File: src/hw/ltf_params.svh
// Constants for the line driver float, fault and termination control block.
// Assumes inclusion by bare name from the package and the design module.
`ifndef LTF_PARAMS_SVH
`define LTF_PARAMS_SVH

// Register indices inside one link window (byte address = index * 4)
`define LTF_REG_GCTRL   8'h0f
`define LTF_REG_PROT    8'h20
`define LTF_REG_PULSE   8'h23
`define LTF_REG_SCALE   8'h24
`define LTF_REG_TERM    8'h32
`define LTF_REG_IEN0    8'h33
`define LTF_REG_IEN1    8'h34
`define LTF_REG_EDGE    8'h35
`define LTF_REG_LSTAT   8'h36
`define LTF_REG_IFLG0   8'h3a
`define LTF_REG_IFLG1   8'h3b
`define LTF_REG_TIMING  8'h70

// Bit positions
`define LTF_B_DRVEN     0
`define LTF_B_SRST      1
`define LTF_B_SPE       0
`define LTF_B_TXFLOAT   4
`define LTF_B_DF        0
`define LTF_B_DAC       0
`define LTF_B_XTS       0
`define LTF_B_MASTER    1
`define LTF_B_RLB       2
`define LTF_B_PDN       3
`define LTF_B_TEXT      2

// Reset values
`define LTF_RST_REG     8'h00
`define LTF_RST_SCALE   8'h04

// Pulse select code of the -22.5 dB build-out template
`define LTF_LBO_M22P5   4'h7

// Timing and arithmetic
`define LTF_BP_LOSS_CYC 7'h48
`define LTF_DUTY_LO     16'h001e
`define LTF_DUTY_HI     16'h0046
`define LTF_DUTY_DEN    16'h0064
`define LTF_SCALE_SHIFT 2
`define LTF_SAMPLE_MAX  13'h007f

// Template, sample 1 of UI 1 in the low bits, 7 bits per sample
`define LTF_TPL_M22P5 { \
  7'h01,7'h01,7'h01,7'h01,7'h02,7'h02,7'h02,7'h03, \
  7'h03,7'h04,7'h04,7'h05,7'h05,7'h06,7'h07,7'h08, \
  7'h09,7'h0a,7'h0c,7'h0d,7'h0e,7'h0f,7'h10,7'h11, \
  7'h13,7'h14,7'h15,7'h17,7'h18,7'h1a,7'h1c,7'h1e, \
  7'h20,7'h22,7'h24,7'h27,7'h29,7'h2c,7'h2e,7'h30, \
  7'h31,7'h32,7'h32,7'h32,7'h31,7'h30,7'h2e,7'h2c, \
  7'h2a,7'h27,7'h23,7'h20,7'h1c,7'h19,7'h15,7'h0f, \
  7'h0b,7'h07,7'h03,7'h01,7'h00,7'h00,7'h00,7'h00 }

`endif

File: src/hw/ltf_pkg.sv
// Types for the line driver float, fault and termination control block.
// Assumes the constants header is on the include path.
`default_nettype none
`include "ltf_params.svh"

package ltf_pkg;

  // Per-link registers and link-facing state
  typedef struct packed {
    logic [7:0] protCfg;
    logic [7:0] pulseCfg;
    logic [7:0] ampScale;
    logic [7:0] termCfg;
    logic [7:0] irqEnZero;
    logic [7:0] irqEnOne;
    logic [7:0] edgeSel;
    logic [7:0] lineState;
    logic [7:0] flagsZero;
    logic [7:0] flagsOne;
    logic [7:0] timingOpt;
    logic [3:0] bpSync;
    logic [3:0] faultSync;
    logic [6:0] bpIdle;
    logic [6:0] sample;
    logic       drvOe;
  } ltf_link_state_type;

  // Whole block state
  typedef struct packed {
    ltf_link_state_type [1:0] lk;
    logic                     drvGate;
    logic                     softRst;
    logic [3:0]               pinSync;
    logic [3:0]               oscSync;
    logic [7:0]               oscHi;
    logic [7:0]               oscLo;
    logic                     oscBad;
    logic [7:0]               div;
    logic                     wbAck;
    logic [31:0]              wbDat;
    logic                     irq;
  } ltf_state_type;

endpackage
`default_nettype wire

File: src/hw/ltf_line_ctrl.sv
// Line driver float, short fault and termination control for two links.
// Assumes a classic Wishbone master on mclk and asynchronous pin inputs.
//
// Functional notes
// RQ1 - Global float pin high floats both line drivers together.
// RQ2 - Missing or badly skewed reference oscillator floats both drivers.
// RQ3 - After any reset both drivers stay floated.
// RQ4 - Per-link float bit floats only that link's driver.
// RQ5 - Master mode, source select 1: lost recovered clock floats driver.
// RQ6 - Slave mode, source select 0: backplane idle over 72 cycles floats.
// RQ7 - Remote loopback suppresses the backplane loss float.
// RQ8 - Transmit power-down floats that link's driver.
// RQ9 - Any float condition floats the driver without waiting for a boundary.
// RQ10 - Short protection enable limits current and reports driver fault state.
// RQ11 - Fault flag set on rising edge or either edge per edge select.
// RQ12 - Fault flag with its enable drives the interrupt request.
// RQ13 - Amplitude overflow sets its flag and may interrupt.
// RQ14 - -22.5 dB template nominal scale 000100, each step 25 percent.
// RQ15 - -22.5 dB template is four UI of sixteen 7-bit samples.
// RQ16 - T1/J1 termination uses low bits for internal matching.
// RQ17 - E1 termination bit 2 set disables internal matching.
// RQ18 - Flags stay until cleared; interrupt ORs enabled set flags.
//
// The Wishbone slave port was decided locally.
`timescale 1ns/100ps
`default_nettype none
`include "ltf_params.svh"

module ltf_line_ctrl
  import ltf_pkg::*;
#(
  parameter logic [7:0] LINE_DIV  = 8'h10,
  parameter logic [7:0] OSC_STUCK = 8'hc8
) (
  // Clock and reset
  input  wire logic        mclk,
  input  wire logic        rst_n,
  // Wishbone slave
  input  wire logic [10:0] wbAdrI,
  input  wire logic [31:0] wbDatI,
  input  wire logic [3:0]  wbSelI,
  input  wire logic        wbWeI,
  input  wire logic        wbCycI,
  input  wire logic        wbStbI,
  output logic [31:0]      wbDatO,
  output logic             wbAckO,
  // Asynchronous pins
  input  wire logic        globalDriverFloatPin,
  input  wire logic        referenceOscInput,
  input  wire logic [1:0]  backplaneClk,
  // Link status from transmit and receive logic
  input  wire logic [1:0]  recClkLost,
  input  wire logic [1:0]  drvOverCurrent,
  input  wire logic [1:0]  ampOverflowIn,
  input  wire logic [11:0] txSampleIdx,
  // Driver and termination controls
  output logic [1:0]       lineOutOe,
  output logic [1:0]       shortProtectEn,
  output logic [5:0]       txTermSel,
  output logic [1:0]       txTermInternal,
  output logic [13:0]      txSample,
  output logic             intReq
);

  localparam logic [447:0] TPL = `LTF_TPL_M22P5;

  ltf_state_type st;
  ltf_state_type n;
  ltf_state_type rstVal;

  logic        hit;
  logic        wrNow;
  logic [8:0]  period;
  logic        ackKeep;
  logic [31:0] datKeep;
  logic [1:0]  bpLost;
  logic [1:0]  faultNow;
  logic [1:0]  faultEvt;
  logic [1:0]  ampEvt;
  logic [1:0]  tplMatch;
  logic [1:0]  ampOvf;
  logic [1:0]  floatCond;
  logic [6:0]  rawSample [2];
  logic [12:0] prod [2];
  logic        tick;

  // Three-stage synchroniser; level moves once stages two and three agree
  function automatic logic [3:0] ltf_sync(input logic [3:0] c,
                                          input logic d);
    logic lvl;
    lvl = (c[2] == c[1]) ? c[2] : c[3];
    return {lvl, c[1:0], d};
  endfunction

  // Accepted level change of a synchroniser
  function automatic logic ltf_chg(input logic [3:0] c);
    return (c[2] == c[1]) && (c[2] != c[3]);
  endfunction

  // Register read decode
  function automatic logic [7:0] ltf_rd(input ltf_state_type s,
                                        input logic [8:0] idx);
    ltf_link_state_type l;
    logic [7:0] r;
    l = s.lk[idx[8]];
    r = 8'h00;
    case (idx[7:0])
      `LTF_REG_GCTRL:  r = idx[8] ? 8'h00 : {7'h00, s.drvGate};
      `LTF_REG_PROT:   r = l.protCfg;
      `LTF_REG_PULSE:  r = l.pulseCfg;
      `LTF_REG_SCALE:  r = l.ampScale;
      `LTF_REG_TERM:   r = l.termCfg;
      `LTF_REG_IEN0:   r = l.irqEnZero;
      `LTF_REG_IEN1:   r = l.irqEnOne;
      `LTF_REG_EDGE:   r = l.edgeSel;
      `LTF_REG_LSTAT:  r = l.lineState;
      `LTF_REG_IFLG0:  r = l.flagsZero;
      `LTF_REG_IFLG1:  r = l.flagsOne;
      `LTF_REG_TIMING: r = l.timingOpt;
      default:         r = 8'h00;
    endcase
    return r;
  endfunction

  // Reset image: drivers floated, oscillator unproven
  always_comb begin
    rstVal = '0;
    rstVal.oscBad = 1'b1;
    for (int i = 0; i < 2; i++) begin
      rstVal.lk[i].protCfg   = `LTF_RST_REG;
      rstVal.lk[i].ampScale  = `LTF_RST_SCALE;
      rstVal.lk[i].termCfg   = `LTF_RST_REG;
      rstVal.lk[i].timingOpt = `LTF_RST_REG;
    end
  end

  // Next-state logic
  always_comb begin
    n = st;
    period = 9'h000;
    ackKeep = 1'b0;
    datKeep = 32'h00000000;

    // Bus slave: ack one cycle after the request, write at the ack edge
    hit = wbCycI & wbStbI;
    wrNow = hit & st.wbAck & wbWeI & wbSelI[0];
    n.wbAck = hit & ~st.wbAck;
    if (hit & ~st.wbAck) begin
      n.wbDat = {24'h000000, ltf_rd(st, wbAdrI[10:2])};
    end
    n.softRst = 1'b0;
    if (wrNow && (wbAdrI[10:2] == {1'b0, `LTF_REG_GCTRL})) begin
      n.drvGate = wbDatI[`LTF_B_DRVEN];
      n.softRst = wbDatI[`LTF_B_SRST];
    end

    // Line-rate enable for the backplane idle count
    tick = (st.div == LINE_DIV - 8'h01);
    n.div = tick ? 8'h00 : st.div + 8'h01;

    // Pins
    n.pinSync = ltf_sync(st.pinSync, globalDriverFloatPin);
    n.oscSync = ltf_sync(st.oscSync, referenceOscInput);

    // Oscillator duty check at each rising edge, stuck check on the cycles between edges
    if (ltf_chg(st.oscSync) && st.oscSync[2]) begin
      period = {1'b0, st.oscHi} + {1'b0, st.oscLo};
      n.oscBad = ({8'h00, st.oscHi} * `LTF_DUTY_DEN <
                  {7'h00, period} * `LTF_DUTY_LO) ||
                 ({8'h00, st.oscHi} * `LTF_DUTY_DEN >
                  {7'h00, period} * `LTF_DUTY_HI);           // [RQ2]
      n.oscHi = 8'h00;
      n.oscLo = 8'h00;
    end else begin
      if (st.oscSync[3] && st.oscHi != OSC_STUCK) begin
        n.oscHi = st.oscHi + 8'h01;
      end
      if (!st.oscSync[3] && st.oscLo != OSC_STUCK) begin
        n.oscLo = st.oscLo + 8'h01;
      end
      if (st.oscHi == OSC_STUCK || st.oscLo == OSC_STUCK) begin
        n.oscBad = 1'b1;                                      // [RQ2]
      end
    end

    n.irq = 1'b0;
    for (int i = 0; i < 2; i++) begin
      // Backplane clock activity
      n.lk[i].bpSync = ltf_sync(st.lk[i].bpSync, backplaneClk[i]);
      bpLost[i] = st.lk[i].bpIdle > `LTF_BP_LOSS_CYC;         // [RQ6]
      if (ltf_chg(st.lk[i].bpSync)) begin
        n.lk[i].bpIdle = 7'h00;
      end else if (tick && !bpLost[i]) begin
        n.lk[i].bpIdle = st.lk[i].bpIdle + 7'h01;
      end

      // Driver fault state only counts while protection is on
      n.lk[i].faultSync = ltf_sync(st.lk[i].faultSync, drvOverCurrent[i]);
      faultNow[i] = st.lk[i].faultSync[3] &
                    st.lk[i].protCfg[`LTF_B_SPE];             // [RQ10]
      n.lk[i].lineState[`LTF_B_DF] = faultNow[i];
      faultEvt[i] = st.lk[i].edgeSel[`LTF_B_DF] ?
                    (faultNow[i] != st.lk[i].lineState[`LTF_B_DF]) :
                    (faultNow[i] & ~st.lk[i].lineState[`LTF_B_DF]); // [RQ11]

      // Template sample scaled by code/4, saturated at full scale
      rawSample[i] = TPL[{3'b000, txSampleIdx[i*6 +: 6]} * 9'h7 +: 7]; // [RQ15]
      prod[i] = {6'h00, rawSample[i]} * {7'h00, st.lk[i].ampScale[5:0]};
      ampOvf[i] = (prod[i] >> `LTF_SCALE_SHIFT) > `LTF_SAMPLE_MAX;
      tplMatch[i] = st.lk[i].pulseCfg[3:0] == `LTF_LBO_M22P5;
      if (!tplMatch[i]) begin
        n.lk[i].sample = 7'h00;
      end else if (ampOvf[i]) begin
        n.lk[i].sample = 7'h7f;
      end else begin
        n.lk[i].sample = prod[i][`LTF_SCALE_SHIFT +: 7];       // [RQ14]
      end
      ampEvt[i] = ampOverflowIn[i] | (tplMatch[i] & ampOvf[i]); // [RQ13]

      // Register writes; flag bits clear by writing one
      if (wrNow && wbAdrI[10] == 1'(i)) begin
        case (wbAdrI[9:2])
          `LTF_REG_PROT:   n.lk[i].protCfg   = wbDatI[7:0];
          `LTF_REG_PULSE:  n.lk[i].pulseCfg  = wbDatI[7:0];
          `LTF_REG_SCALE:  n.lk[i].ampScale  = {2'b00, wbDatI[5:0]};
          `LTF_REG_TERM:   n.lk[i].termCfg   = {5'h00, wbDatI[2:0]};
          `LTF_REG_IEN0:   n.lk[i].irqEnZero = wbDatI[7:0];
          `LTF_REG_IEN1:   n.lk[i].irqEnOne  = wbDatI[7:0];
          `LTF_REG_EDGE:   n.lk[i].edgeSel   = wbDatI[7:0];
          `LTF_REG_IFLG0:  n.lk[i].flagsZero = st.lk[i].flagsZero &
                                               ~wbDatI[7:0];
          `LTF_REG_IFLG1:  n.lk[i].flagsOne  = st.lk[i].flagsOne &
                                               ~wbDatI[7:0];
          `LTF_REG_TIMING: n.lk[i].timingOpt = wbDatI[7:0];
          default: ;
        endcase
      end

      // Events set after the clear so a same-cycle event is kept
      if (faultEvt[i]) begin
        n.lk[i].flagsZero[`LTF_B_DF] = 1'b1;                  // [RQ11] [RQ18]
      end
      if (ampEvt[i]) begin
        n.lk[i].flagsOne[`LTF_B_DAC] = 1'b1;                  // [RQ13] [RQ18]
      end
      if (|(st.lk[i].flagsZero & st.lk[i].irqEnZero) ||
          |(st.lk[i].flagsOne & st.lk[i].irqEnOne)) begin
        n.irq = 1'b1;                                         // [RQ12] [RQ18]
      end

      // Float decision; no frame alignment, next edge drops the enable
      floatCond[i] =
        st.pinSync[3] |                                        // [RQ1]
        st.oscBad |                                            // [RQ2]
        ~st.drvGate |                                          // [RQ3]
        st.lk[i].pulseCfg[`LTF_B_TXFLOAT] |                    // [RQ4]
        (st.lk[i].timingOpt[`LTF_B_MASTER] &
         st.lk[i].timingOpt[`LTF_B_XTS] & recClkLost[i]) |     // [RQ5]
        (~st.lk[i].timingOpt[`LTF_B_MASTER] &
         ~st.lk[i].timingOpt[`LTF_B_XTS] & bpLost[i] &
         ~st.lk[i].timingOpt[`LTF_B_RLB]) |                    // [RQ6] [RQ7]
        st.lk[i].timingOpt[`LTF_B_PDN];                        // [RQ8]
      n.lk[i].drvOe = ~floatCond[i];                           // [RQ9]
    end

    // Software reset clears everything but the bus answer
    if (st.softRst) begin
      ackKeep = n.wbAck;
      datKeep = n.wbDat;
      n = rstVal;                                             // [RQ3]
      n.wbAck = ackKeep;
      n.wbDat = datKeep;
    end
  end

  // State register, synchronous reset
  always_ff @(posedge mclk) begin
    if (!rst_n) begin
      st <= rstVal;                                           // [RQ3]
    end else begin
      st <= n;
    end
  end

  // Outputs straight from the state register
  assign wbDatO = st.wbDat;
  assign wbAckO = st.wbAck;
  assign intReq = st.irq;
  generate
    for (genvar g = 0; g < 2; g++) begin : gOut
      assign lineOutOe[g]      = st.lk[g].drvOe;
      assign shortProtectEn[g] = st.lk[g].protCfg[`LTF_B_SPE];
      // Internal match unless E1 external bit; T1/J1 keeps it clear
      assign txTermInternal[g] = ~st.lk[g].termCfg[`LTF_B_TEXT]; // [RQ17]
      assign txTermSel[g*3 +: 3] = st.lk[g].termCfg[2:0];        // [RQ16]
      assign txSample[g*7 +: 7] = st.lk[g].sample;
    end
  endgenerate
endmodule
`default_nettype wire

File: config.mk
export PLATFORM = sky130hd
export DESIGN_NAME = ltf_line_ctrl
export DESIGN_NICKNAME = d
export VERILOG_FILES = /design/src/hw/ltf_pkg.sv /design/src/hw/ltf_line_ctrl.sv
export VERILOG_INCLUDE_DIRS = /design/src /design/src/hw
export SDC_FILE = /design/constraint.sdc
export NUM_CORES = 1
export LEC_CHECK = 0
export BUFFER_PORTS_ARGS = -buffer_cell sky130_fd_sc_hd__buf_2
export CORE_MARGIN = 8
export CORE_UTILIZATION = 35
export DETAILED_ROUTE_END_ITERATION = 10
export HOLD_SLACK_MARGIN = 0.12
export MAX_ROUTING_LAYER = met4
export PLACE_DENSITY_LB_ADDON = 0.08
export SLEW_MARGIN = 10
export SYNTH_ARGS = -nofsm -noshare
export SYNTH_HDL_FRONTEND = slang
export SYNTH_SLANG_ARGS = --single-unit
File: constraint.sdc
create_clock -name mclk -period 7 [get_ports mclk]
set_input_delay 2.1 -clock mclk [delete_from_list [all_inputs] [get_ports mclk]]
set_output_delay 2.1 -clock mclk [all_outputs]
set_load 0.01 [all_outputs]
==> results of run 1 <==
==> power by group through the flow <==
stage,clock network [mW],registers (mW),logic [mW]
final,1.53,1.38,0.335
after global routing,1.63,1.38,0.378
after CTS,1.56,1.38,0.339
after detailed placement,0,1.41,0.337
after global placement,0,1.41,0.336
after floorplan,0,1.40,0.229
==> synth_stat cells, types with 52 or more instances <==
cell type / instances / area [um2]
o21ai_0: 65 / 325
mux2i_1: 122 / 1220
clkbuf_1: 54 / 203
a21oi_1: 109 / 546
and2_1: 54 / 338
ha_1: 177 / 2210
fa_1: 58 / 1160
nand2_1: 164 / 616
nor2_1: 187 / 702
buf_4: 57 / 428
inv_1: 140 / 526
nand3_1: 52 / 260
dfxtp_1: 239 / 4780
==> worst max path at each step <==
stage              startpoint          end  slack, ns  cells after the start
5_1_grt        txSampleIdx[1]  txSample[3]       0.04                     21
3_3_place_gp   txSampleIdx[1]  txSample[0]      -0.29                     19
3_5_place_dp   txSampleIdx[1]  txSample[1]      -0.31                     19
2_1_floorplan  txSampleIdx[1]  txSample[0]       0.04                     17
4_1_cts        txSampleIdx[1]  txSample[1]       0.26                     19
6_report       txSampleIdx[1]  txSample[1]       0.26                     19
==> cells by family after synthesis <==
family / Yosys count / share of synthesized area
flops: 239 / 0.282
mux: 134 / 0.0839
xor+xnor: 67 / 0.0346
other cells: 1 / 0.000221
compound gates: 369 / 0.146
buf+inv: 281 / 0.0762
fa+ha+maj: 235 / 0.199
simple gates: 608 / 0.178
==> through the flow <==
stage / cell area [um2] / total power, mW / setup WS [ns] / cells / setup TNS, ns
6_report: 19000 / 3.24 / 0.263 / 2631 / 0
5_1_grt: 19000 / 3.38 / 0.0366 / 2631 / 0
4_1_cts: 19000 / 3.28 / 0.260 / 2626 / 0
3_5_place_dp: 18000 / 1.74 / -0.308 / 2576 / -4.36
3_3_place_gp: 18000 / 1.74 / -0.295 / 2576 / -3.95
2_1_floorplan: 17100 / 1.63 / 0.0402 / 1957 / 0
==> flip-flops by register name, indices dropped and copies added, names as in the netlist <==
signal / flops
txSample: 14
shortProtectEn: 2
txTermSel: 6
lineOutOe: 2
wbAckO: 1
intReq: 1
wbDatO: 8
st: 205
==> final cells by class <==
class | count | area (um2) | area share
multi-input combinational | 1437 | 11000 | 0.582
inverter | 143 | 541 | 0.0285
sequential | 239 | 4780 | 0.252
antenna | 5 | 12.5 | 0.000659
timing repair buffer | 142 | 866 | 0.0456
clock buffer | 44 | 842 | 0.0444
tap | 615 | 769 | 0.0406
clock inverter | 6 | 111 | 0.00587
==> repair_timing <==
action                                  in CTS  in global routing
gates resized for setup                      0                  1
hold endpoints to repair                     0                  0
hold buffers                                 0                  0
endpoints found under the setup margin       0                  8
==> per-layer routing <==
layer  vias up  wire length, um
li1       6807                -
met2       323            23400
met5         -                0
met4         0             1140
met1      6632            23200
met3        74             2260
==> metrics.md, run 1 <==
| Metric | Value |
|---|---|
| CTS Buf Count | 28 |
| Worst Skew | 0.0114 ns |
| Delay-heaviest family, CP | adder cells |
| Starting Density | 0.355 |
| Post-route antenna net violation count | 0 |
| IO Pins | 134 |
| DR DRC count | 0 |
| R2r worst-path depth | 24 |
| Hold Path End | st[64] |
| Combinational Power Share | 0.104 |
| CP Max Fanout | 8 |
| Clock Pin Slew Worst Setup and Hold Paths | 0.06 ns |
| Total wire length | 50000 um |
| Worst slew margin | 0.299 |
| Register-to-register path setup slack | 0.92 ns |
| Crit path time final | 6.74 ns |
| First-iteration detailed-routing DRC count | 794 |
| Grt peak-use layer | met2 |
| Hold Path Origin | st[63] |
| Number of synthesis warnings | 0 |
| PwrDens | 171 mW/mm2 |
| Hold Vio Cnt, Final | 0 |
| Vias in the first global route | 13900 |
| R2R Path End | st[42] |
| FF+latch count, synth | 239 |
| CP max stage delay | 0.53 ns |
| HP Class | flip-flop to flip-flop |
| Die Wd | 236 um |
| Worst R2R Start | st[43] |
| Nets | 2300 |
| P_int | 2.42 mW |
| Final Util | 0.397 |
| Max Fclk | 0.148 GHz |
| CTS tree | built |
| Root Driver | clkbuf_16 |
| Total grt overflow | 0 |
| Arr. time, crit path | 7.18 ns |
| DR vias | 13800 |
| Buf+Inv Stages, Crit Path | 4 |
| Sw Ratio | 0.251 |
| Hold_ws | 0.424 ns |
| First-pass GRT wire length | 79300 um |
| Asr flop ratio synth | 0 |
| Commonest non-fill, non-tap cell in the layout | dfxtp_1 |
| Number of synthesized flops with an enable pin | 0 |
| Fill cells | 4900 |
| Status | completed |
| Dominant synthesized flop cell | dfxtp_1 |
| 1st-pass router iterations | 5 |
| Via density | 5.26 |
| Kind of end point of the critical path | flip-flop |
| Hold Path Depth | 1 |
| H-Tree Depth | 1 |
| Gp weighted congestion | 0.867 |
| Seq pwr share | 0.425 |
| CP Cell Sequence | buf_2 > clkinvlp_4 > ha_4 > or2_4 > mux4_2 > mux4_2 > and2_4 > fa_1 > fa_1 > inv_1 > fa_1 > inv_2 > ha_4 > o21a_1 > o31a_1 > o21a_1 > or3_1 > a221o_1 > o21a_1 |
| Row count | 80 |
| Die height | 236 um |
| Input/output buffers | 80 |
| Core footprint | 0.0478 mm2 |
| Antenna violations before repair | 6 |
| Most frequent cells in the layout | dfxtp_1 (239), nor2_1 (187), ha_1 (173), nand2_1 (163), inv_1 (137) |
| Postcts setup bufs | 0 |
| Met3 Track Usage GR | 0.0205 |
| Synth Instances | 1934 |
| Max-slew violations | 0 |
| Clock Power Share | 0.471 |
| Final setup fails | 0 |
| Gr usage total | 0.180 |
| Synth cell types | 86 |
| Switching pwr | 0.812 mW |
| Tcrit/Tclk final | 0.962 |
| Critical-path top delay cell | mux4_2 |
| Grt met1 use | 0.236 |
| Area grow syn2layout | 11.8% |
| Largest net degree at the start of global routing | 79 |
| Worst-Skew Late Latency | 0.56 ns |
| Max IR drop VDD | 0.185 mV |
| Fraction of layout cells with a size suffix above 1 | 0.118 |
| Clk sinks | 239 |
| Die area | 0.0558 mm2 |
| Actual slew at the worst max-slew pin | 1.05 ns |
| Mapped Area | 0.0170 mm2 |
| Critical path class | input pin to flip-flop |
| RSZ-0062 raised after global routing | no |
| Pleak | 8.63 nW |
| Maxcap violations | 0 |
| Max clock buf depth | 3 |
| GR Layer Usage met2 | 0.295 |
| Detailed Place HPWL | 37100 um |
| Sequential fraction of the synthesis area | 0.282 |
| Crit path required time | 7.45 ns |
| Syn_area_per_cell | 8.77 um2 |
| Drt wl/cell | 19.0 um |
| Kind of start point of the critical path | input pin |
Power figures use the tool's default switching activity.
==> run 2: changes to the inputs <==
--- a/config.mk
+++ b/config.mk
@@ -12,7 +12,7 @@
 export DETAILED_ROUTE_END_ITERATION = 10
 export HOLD_SLACK_MARGIN = 0.12
 export MAX_ROUTING_LAYER = met4
-export PLACE_DENSITY_LB_ADDON = 0.08
+export PLACE_DENSITY = 0.62
 export SLEW_MARGIN = 10
 export SYNTH_ARGS = -nofsm -noshare
 export SYNTH_HDL_FRONTEND = slang
==> constraint.sdc (replaced) <==
create_clock -name mclk -period 6.9 [get_ports mclk]
set_input_delay 2.07 -clock mclk [delete_from_list [all_inputs] [get_ports mclk]]
set_output_delay 2.07 -clock mclk [all_outputs]
set_load 0.01 [all_outputs]
==> run 2 against run 1 <==
Clock power shrank 8%; cell count shrank 0.34%; count of clock-buffer cells in the layout is 8 lower; power decreased by 2.6%; register-to-register slack lost 0.15 ns; routed wire length decreased by 7.6%; non-clock buffer count is 1 higher; clock skew up 0.017 ns; via count rose by 1.7%; largest power group unchanged.
==> metrics.md, run 2 (synthesized netlist as in run 1, its figures left out) <==
| Metric | Value |
|---|---|
| Crit path required time | 7.36 ns |
| Final design instance area without fill | 0.0189 mm2 |
| CTS resizes | 0 |
| Hold Vio Cnt, Final | 0 |
| Pre-CTS WS | -0.364 ns |
| Most frequent cells in the layout | dfxtp_1 (239), nor2_1 (187), ha_1 (173), nand2_1 (163), inv_1 (137) |
| Kind of end point of the critical path | flip-flop |
| CP max stage delay | 0.54 ns |
| Worst Skew | 0.0283 ns |
| Via density | 5.36 |
| Top reg by flops | st |
| RSZ-0062 raised after global routing | no |
| Tcrit/Tclk final | 0.975 |
| Largest net degree at the start of global routing | 79 |
| DR DRC count | 0 |
| Fill cells | 4832 |
| Seq pwr share | 0.443 |
| Fraction of layout cells with a size suffix above 1 | 0.119 |
| CTS Buf Count | 25 |
| Input/output buffers | 80 |
| Worst-Skew Late Latency | 0.56 ns |
| Clock Pin Slew Worst Setup and Hold Paths | 0.06 ns |
| Delay-heaviest family, CP | adder cells |
| DP Area | 0.0180 mm2 |
| Final setup fails | 0 |
| First-pass GRT wire length | 74700 um |
| Hold bufs inserted after CTS | 0 |
| Commonest non-fill, non-tap cell in the layout | dfxtp_1 |
| Postcts setup bufs | 0 |
| Worst slew margin | 0.298 |
| Arr. time, crit path | 7.18 ns |
| Final Util | 0.395 |
| Clk sinks | 239 |
| Crit path time final | 6.72 ns |
| Switching pwr | 0.787 mW |
| Actual slew at the worst max-slew pin | 1.05 ns |
| Row count | 80 |
| CTS tree | built |
| Clock Power Share | 0.449 |
| CP Cell Sequence | buf_2 > clkinvlp_4 > ha_4 > or2_4 > mux4_2 > mux4_2 > and2_4 > fa_1 > fa_1 > inv_1 > fa_1 > inv_2 > ha_4 > o21a_1 > o31a_1 > o21a_1 > or3_1 > a221o_1 > o21a_1 |
| Root Driver | clkbuf_16 |
| Hold_ws | 0.427 ns |
| Combinational Power Share | 0.109 |
| Maxcap violations | 0 |
| CP Max Fanout | 8 |
| Detailed Place HPWL | 34800 um |
| Final std cells w/o fill | 2622 |
| Die area | 0.0558 mm2 |
| Buf+Inv Stages, Crit Path | 4 |
| Area grow syn2layout | 11.3% |
| Die height | 236 um |
| Critical-path top delay cell | mux4_2 |
| 1st-pass router iterations | 6 |
| Total design power | 3.15 mW |
| Gp weighted congestion | 0.923 |
| Core footprint | 0.0478 mm2 |
| Max-slew violations | 0 |
| Pleak | 8.58 nW |
| Vias in the first global route | 14100 |
| PnR worst setup slack | 0.175 ns |
| P_int | 2.36 mW |
| Max reg flops | 205 |
| HP Class | flip-flop to flip-flop |
| Setup TNS | 0 ns |
| Max Fclk | 0.149 GHz |
| Critical path class | input pin to flip-flop |
| Total wire length | 46200 um |
| H-Tree Depth | 1 |
| First-iteration detailed-routing DRC count | 1152 |
| Die Wd | 236 um |
| DR vias | 14100 |
| Drt wl/cell | 17.6 um |
| Post-route antenna net violation count | 0 |
| Total grt overflow | 0 |
| Antenna violations before repair | 3 |
| Status | completed |
| Sw Ratio | 0.250 |
| IO Pins | 134 |
| PwrDens | 167 mW/mm2 |
| Gr usage total | 0.166 |
| Max IR drop VDD | 0.203 mV |
| Kind of start point of the critical path | input pin |
| Starting Density | 0.355 |
| Dpl cells | 2577 |
| Nets | 2298 |
| Max clock buf depth | 3 |
==> run 2: changes by cell type in the layout (fill, tap and decap cells not counted), moves of 2 or more <==
cell,delta
clkbuf_1,-4
clkbuf_16,-4
diode_2,-4
clkinv_4,+2
==> run 2: area by class of cell <==
cell class,count,area [um2],area share
Multi-Input combinational cell,1437,11100,0.585
Tap cell,615,769,0.0407
Sequential cell,239,4780,0.253
Clock inverter,8,138,0.00729
Clock buffer,36,727,0.0385
Timing Repair Buffer,143,873,0.0462
Inverter,143,541,0.0286
Antenna cell,1,2.50,0.000132
==> run 2: per-layer routing <==
| layer | GRT usage | vias up | wire length, um |
|---|---|---|---|
| li1 | - | 6787 | - |
| met1 | 0.209 | 6769 | 20800 |
| met2 | 0.280 | 433 | 21800 |
| met3 | 0.0182 | 76 | 2520 |
| met4 | 0.0442 | 0 | 1040 |
| met5 | - | - | 0 |
==> run 2: final timing paths <==
| check | start | endpoint | slack, ns | depth (start not counted) |
|---|---|---|---|---|
| worst max-delay path | txSampleIdx[1] | txSample[0] | 0.18 | 19 |
| worst min-delay path | st[59] | st[60] | 0.43 | 1 |
| worst max register to register | st[51] | st[42] | 0.77 | 24 |
| worst min register to register | st[59] | st[60] | 0.43 | 1 |
==> run 2: power by group through the flow <==
| stage | clock [mW] | combinational, mW | sequential [mW] |
|---|---|---|---|
| global route | 1.50 | 0.381 | 1.40 |
| CTS | 1.45 | 0.342 | 1.39 |
| global placement | 0 | 0.332 | 1.43 |
| finish | 1.41 | 0.342 | 1.39 |
| floorplan | 0 | 0.233 | 1.42 |
| detailed placement | 0 | 0.339 | 1.43 |
==> run 3: changes to the inputs <==
--- a/config.mk
+++ b/config.mk
@@ -13,6 +13,7 @@
 export HOLD_SLACK_MARGIN = 0.12
 export MAX_ROUTING_LAYER = met4
 export PLACE_DENSITY = 0.62
+export RECOVER_POWER = 50
 export SLEW_MARGIN = 10
 export SYNTH_ARGS = -nofsm -noshare
 export SYNTH_HDL_FRONTEND = slang
==> run 3 against run 2 <==
Power is essentially flat; combinational power is essentially flat; sequential power is essentially flat; hold slack is essentially flat; critical endpoint is now st[100]; critical path type unchanged; clock skew grew 0.00073 ns; core utilization shrank 0.14 points; clock power is essentially flat; register-to-register slack lost 0.03 ns; die area is the same; the run now ends with capacitance limit, slew limit left; final area shrank 0.36%; count of clock-buffer cells in the layout is the same; routed wire length is essentially flat.
==> metrics.md, run 3 (synthesized netlist as in run 1, its figures left out) <==
| Metric | Value |
|---|---|
| Fraction of layout cells with a size suffix above 1 | 0.0982 |
| Combinational Power Share | 0.108 |
| CP max stage delay | 0.54 ns |
| Clk sinks | 239 |
| Setup TNS | 0 ns |
| Switching pwr | 0.787 mW |
| Total wire length | 46200 um |
| Crit path required time | 7.30 ns |
| Gp weighted congestion | 0.923 |
| Seq pwr share | 0.443 |
| Kind of end point of the critical path | flip-flop |
| 1st-pass router iterations | 5 |
| Worst-Skew Late Latency | 0.56 ns |
| Tcrit/Tclk final | 0.974 |
| Max-slew violations | 190 |
| Hold Path Depth | 1 |
| Most frequent cells in the layout | dfxtp_1 (239), nor2_1 (187), ha_1 (173), nand2_1 (163), inv_1 (137) |
| Area grow syn2layout | 10.9% |
| Max clock buf depth | 3 |
| Detailed Place HPWL | 34800 um |
| Most frequent CP cell | fa_1 |
| DP Area | 0.0180 mm2 |
| Postcts setup bufs | 0 |
| Die area | 0.0558 mm2 |
| Final design instance area without fill | 0.0188 mm2 |
| Kind of start point of the critical path | input pin |
| Die height | 236 um |
| Largest net degree at the start of global routing | 79 |
| Status | complete, but fails checks |
| Final Util | 0.393 |
| PnR worst setup slack | 0.180 ns |
| Sw Ratio | 0.250 |
| H-Tree Depth | 1 |
| Row count | 80 |
| Clock Pin Slew Worst Setup and Hold Paths | 0.07 ns |
| First-iteration detailed-routing DRC count | 1289 |
| Fill cells | 4860 |
| Root Driver | clkbuf_16 |
| Arr. time, crit path | 7.12 ns |
| Worst slew margin | -0.763 |
| CTS tree | built |
| Pre-CTS WS | -0.364 ns |
| Starting Density | 0.355 |
| RSZ-0062 raised after global routing | no |
| P_int | 2.36 mW |
| Core footprint | 0.0478 mm2 |
| Total grt overflow | 0 |
| Pleak | 8.41 nW |
| PwrDens | 167 mW/mm2 |
| Antenna violations before repair | 3 |
| Clock Power Share | 0.449 |
| Drt wl/cell | 17.6 um |
| Final setup fails | 0 |
| Input/output buffers | 80 |
| CP Cell Sequence | buf_2 > clkinvlp_4 > ha_4 > or2_4 > mux4_2 > mux4_2 > and2_4 > fa_1 > fa_1 > inv_1 > fa_1 > inv_2 > ha_4 > o21a_1 > o31a_1 > o21a_1 > or3_1 > a221o_1 > o2bb2ai_1 |
| Top reg by flops | st |
| Die Wd | 236 um |
| Failing checks | capacitance limit, slew limit |
| Max Fclk | 0.149 GHz |
| Commonest non-fill, non-tap cell in the layout | dfxtp_1 |
| Via density | 5.36 |
| Post-route antenna net violation count | 0 |
| Critical-path top delay cell | mux4_2 |
| Crit path time final | 6.72 ns |
| Max IR drop VDD | 0.203 mV |
| Hold Vio Cnt, Final | 0 |
| Vias in the first global route | 14100 |
| Maxcap violations | 3 |
| CP Max Fanout | 8 |
| DR vias | 14000 |
| Nets | 2298 |
| Dpl cells | 2577 |
| Actual slew at the worst max-slew pin | 2.64 ns |
| R2r worst-path depth | 24 |
| Worst Skew | 0.0290 ns |
| Critical path class | input pin to flip-flop |
| IO Pins | 134 |
| Gr usage total | 0.166 |
| CTS Buf Count | 25 |
| DR DRC count | 0 |
| First-pass GRT wire length | 74700 um |
| Max reg flops | 205 |
| HP Class | flip-flop to flip-flop |
| Final std cells w/o fill | 2622 |
[run 3: changes by cell type in the layout (fill, tap and decap cells not counted)]
| cell | previous run | this run |
|---|---|---|
| nand2b_4 | 1 | 0 |
| buf_4 | 63 | 61 |
| clkbuf_2 | 0 | 1 |
| nand2b_1 | 12 | 13 |
| and2_1 | 53 | 47 |
| nor2b_1 | 24 | 25 |
| clkbuf_1 | 5 | 44 |
| and2_0 | 0 | 6 |
| nor2b_4 | 2 | 1 |
| buf_2 | 80 | 42 |
[run 3: per-layer routing]
metal / share of wire / GRT usage / vias to the layer above
met1: 0.45 / 0.209 / 6738
met5: 0 / - / -
met3: 0.056 / 0.0182 / 84
met2: 0.47 / 0.280 / 438
li1: - / - / 6789
met4: 0.024 / 0.0442 / 0
[run 3: power groups by stage]
stage               sequential, mW  clock (mW)  combinational, mW
global placement              1.43           0              0.332
global route                  1.40        1.50              0.380
floorplan                     1.42           0              0.233
CTS                           1.39        1.45              0.342
detailed placement            1.43           0              0.339
finish                        1.39        1.41              0.340
[run 3: worst max-delay path, delay by kind of cell]
kind | cells | cell delay (ns)
adders and majority gates | 5 | 1.85
AOI/OAI and AO/OA | 5 | 1.12
muxes | 2 | 1.02
and+or+nand+nor | 3 | 0.69
buffers and inverters | 4 | 0.35
[run 3: what timing repair did]
action                     in CTS  in global routing
setup endpoints to repair       0                 10
hold buffers                    0                  0
gates resized for setup         0                  2
[run 3: final cells by class]
| type | instances | area (um2) | share of cell area |
|---|---|---|---|
| antenna | 1 | 2.50 | 0.000133 |
| multi-input combinational | 1437 | 11000 | 0.587 |
| sequential | 239 | 4780 | 0.254 |
| inverter | 143 | 541 | 0.0287 |
| timing repair buffer | 143 | 820 | 0.0435 |
| clock inverter | 8 | 138 | 0.00731 |
| tap | 615 | 769 | 0.0409 |
| clock buffer | 36 | 727 | 0.0386 |
[run 3: through the flow]
step / hold slack (ns) / power (mW)
2_1_floorplan: 0.406 / 1.66
3_3_place_gp: 0.408 / 1.76
3_5_place_dp: 0.413 / 1.76
4_1_cts: 0.428 / 3.18
5_1_grt: 0.445 / 3.28
6_report: 0.427 / 3.15
[run 3: worst paths after layout]
path | slack [ns] | start | endpoint
max | 0.18 | txSampleIdx[1] | st[100]
min | 0.43 | st[59] | st[60]
max reg2reg | 0.74 | st[51] | st[42]
min reg2reg | 0.43 | st[59] | st[60]
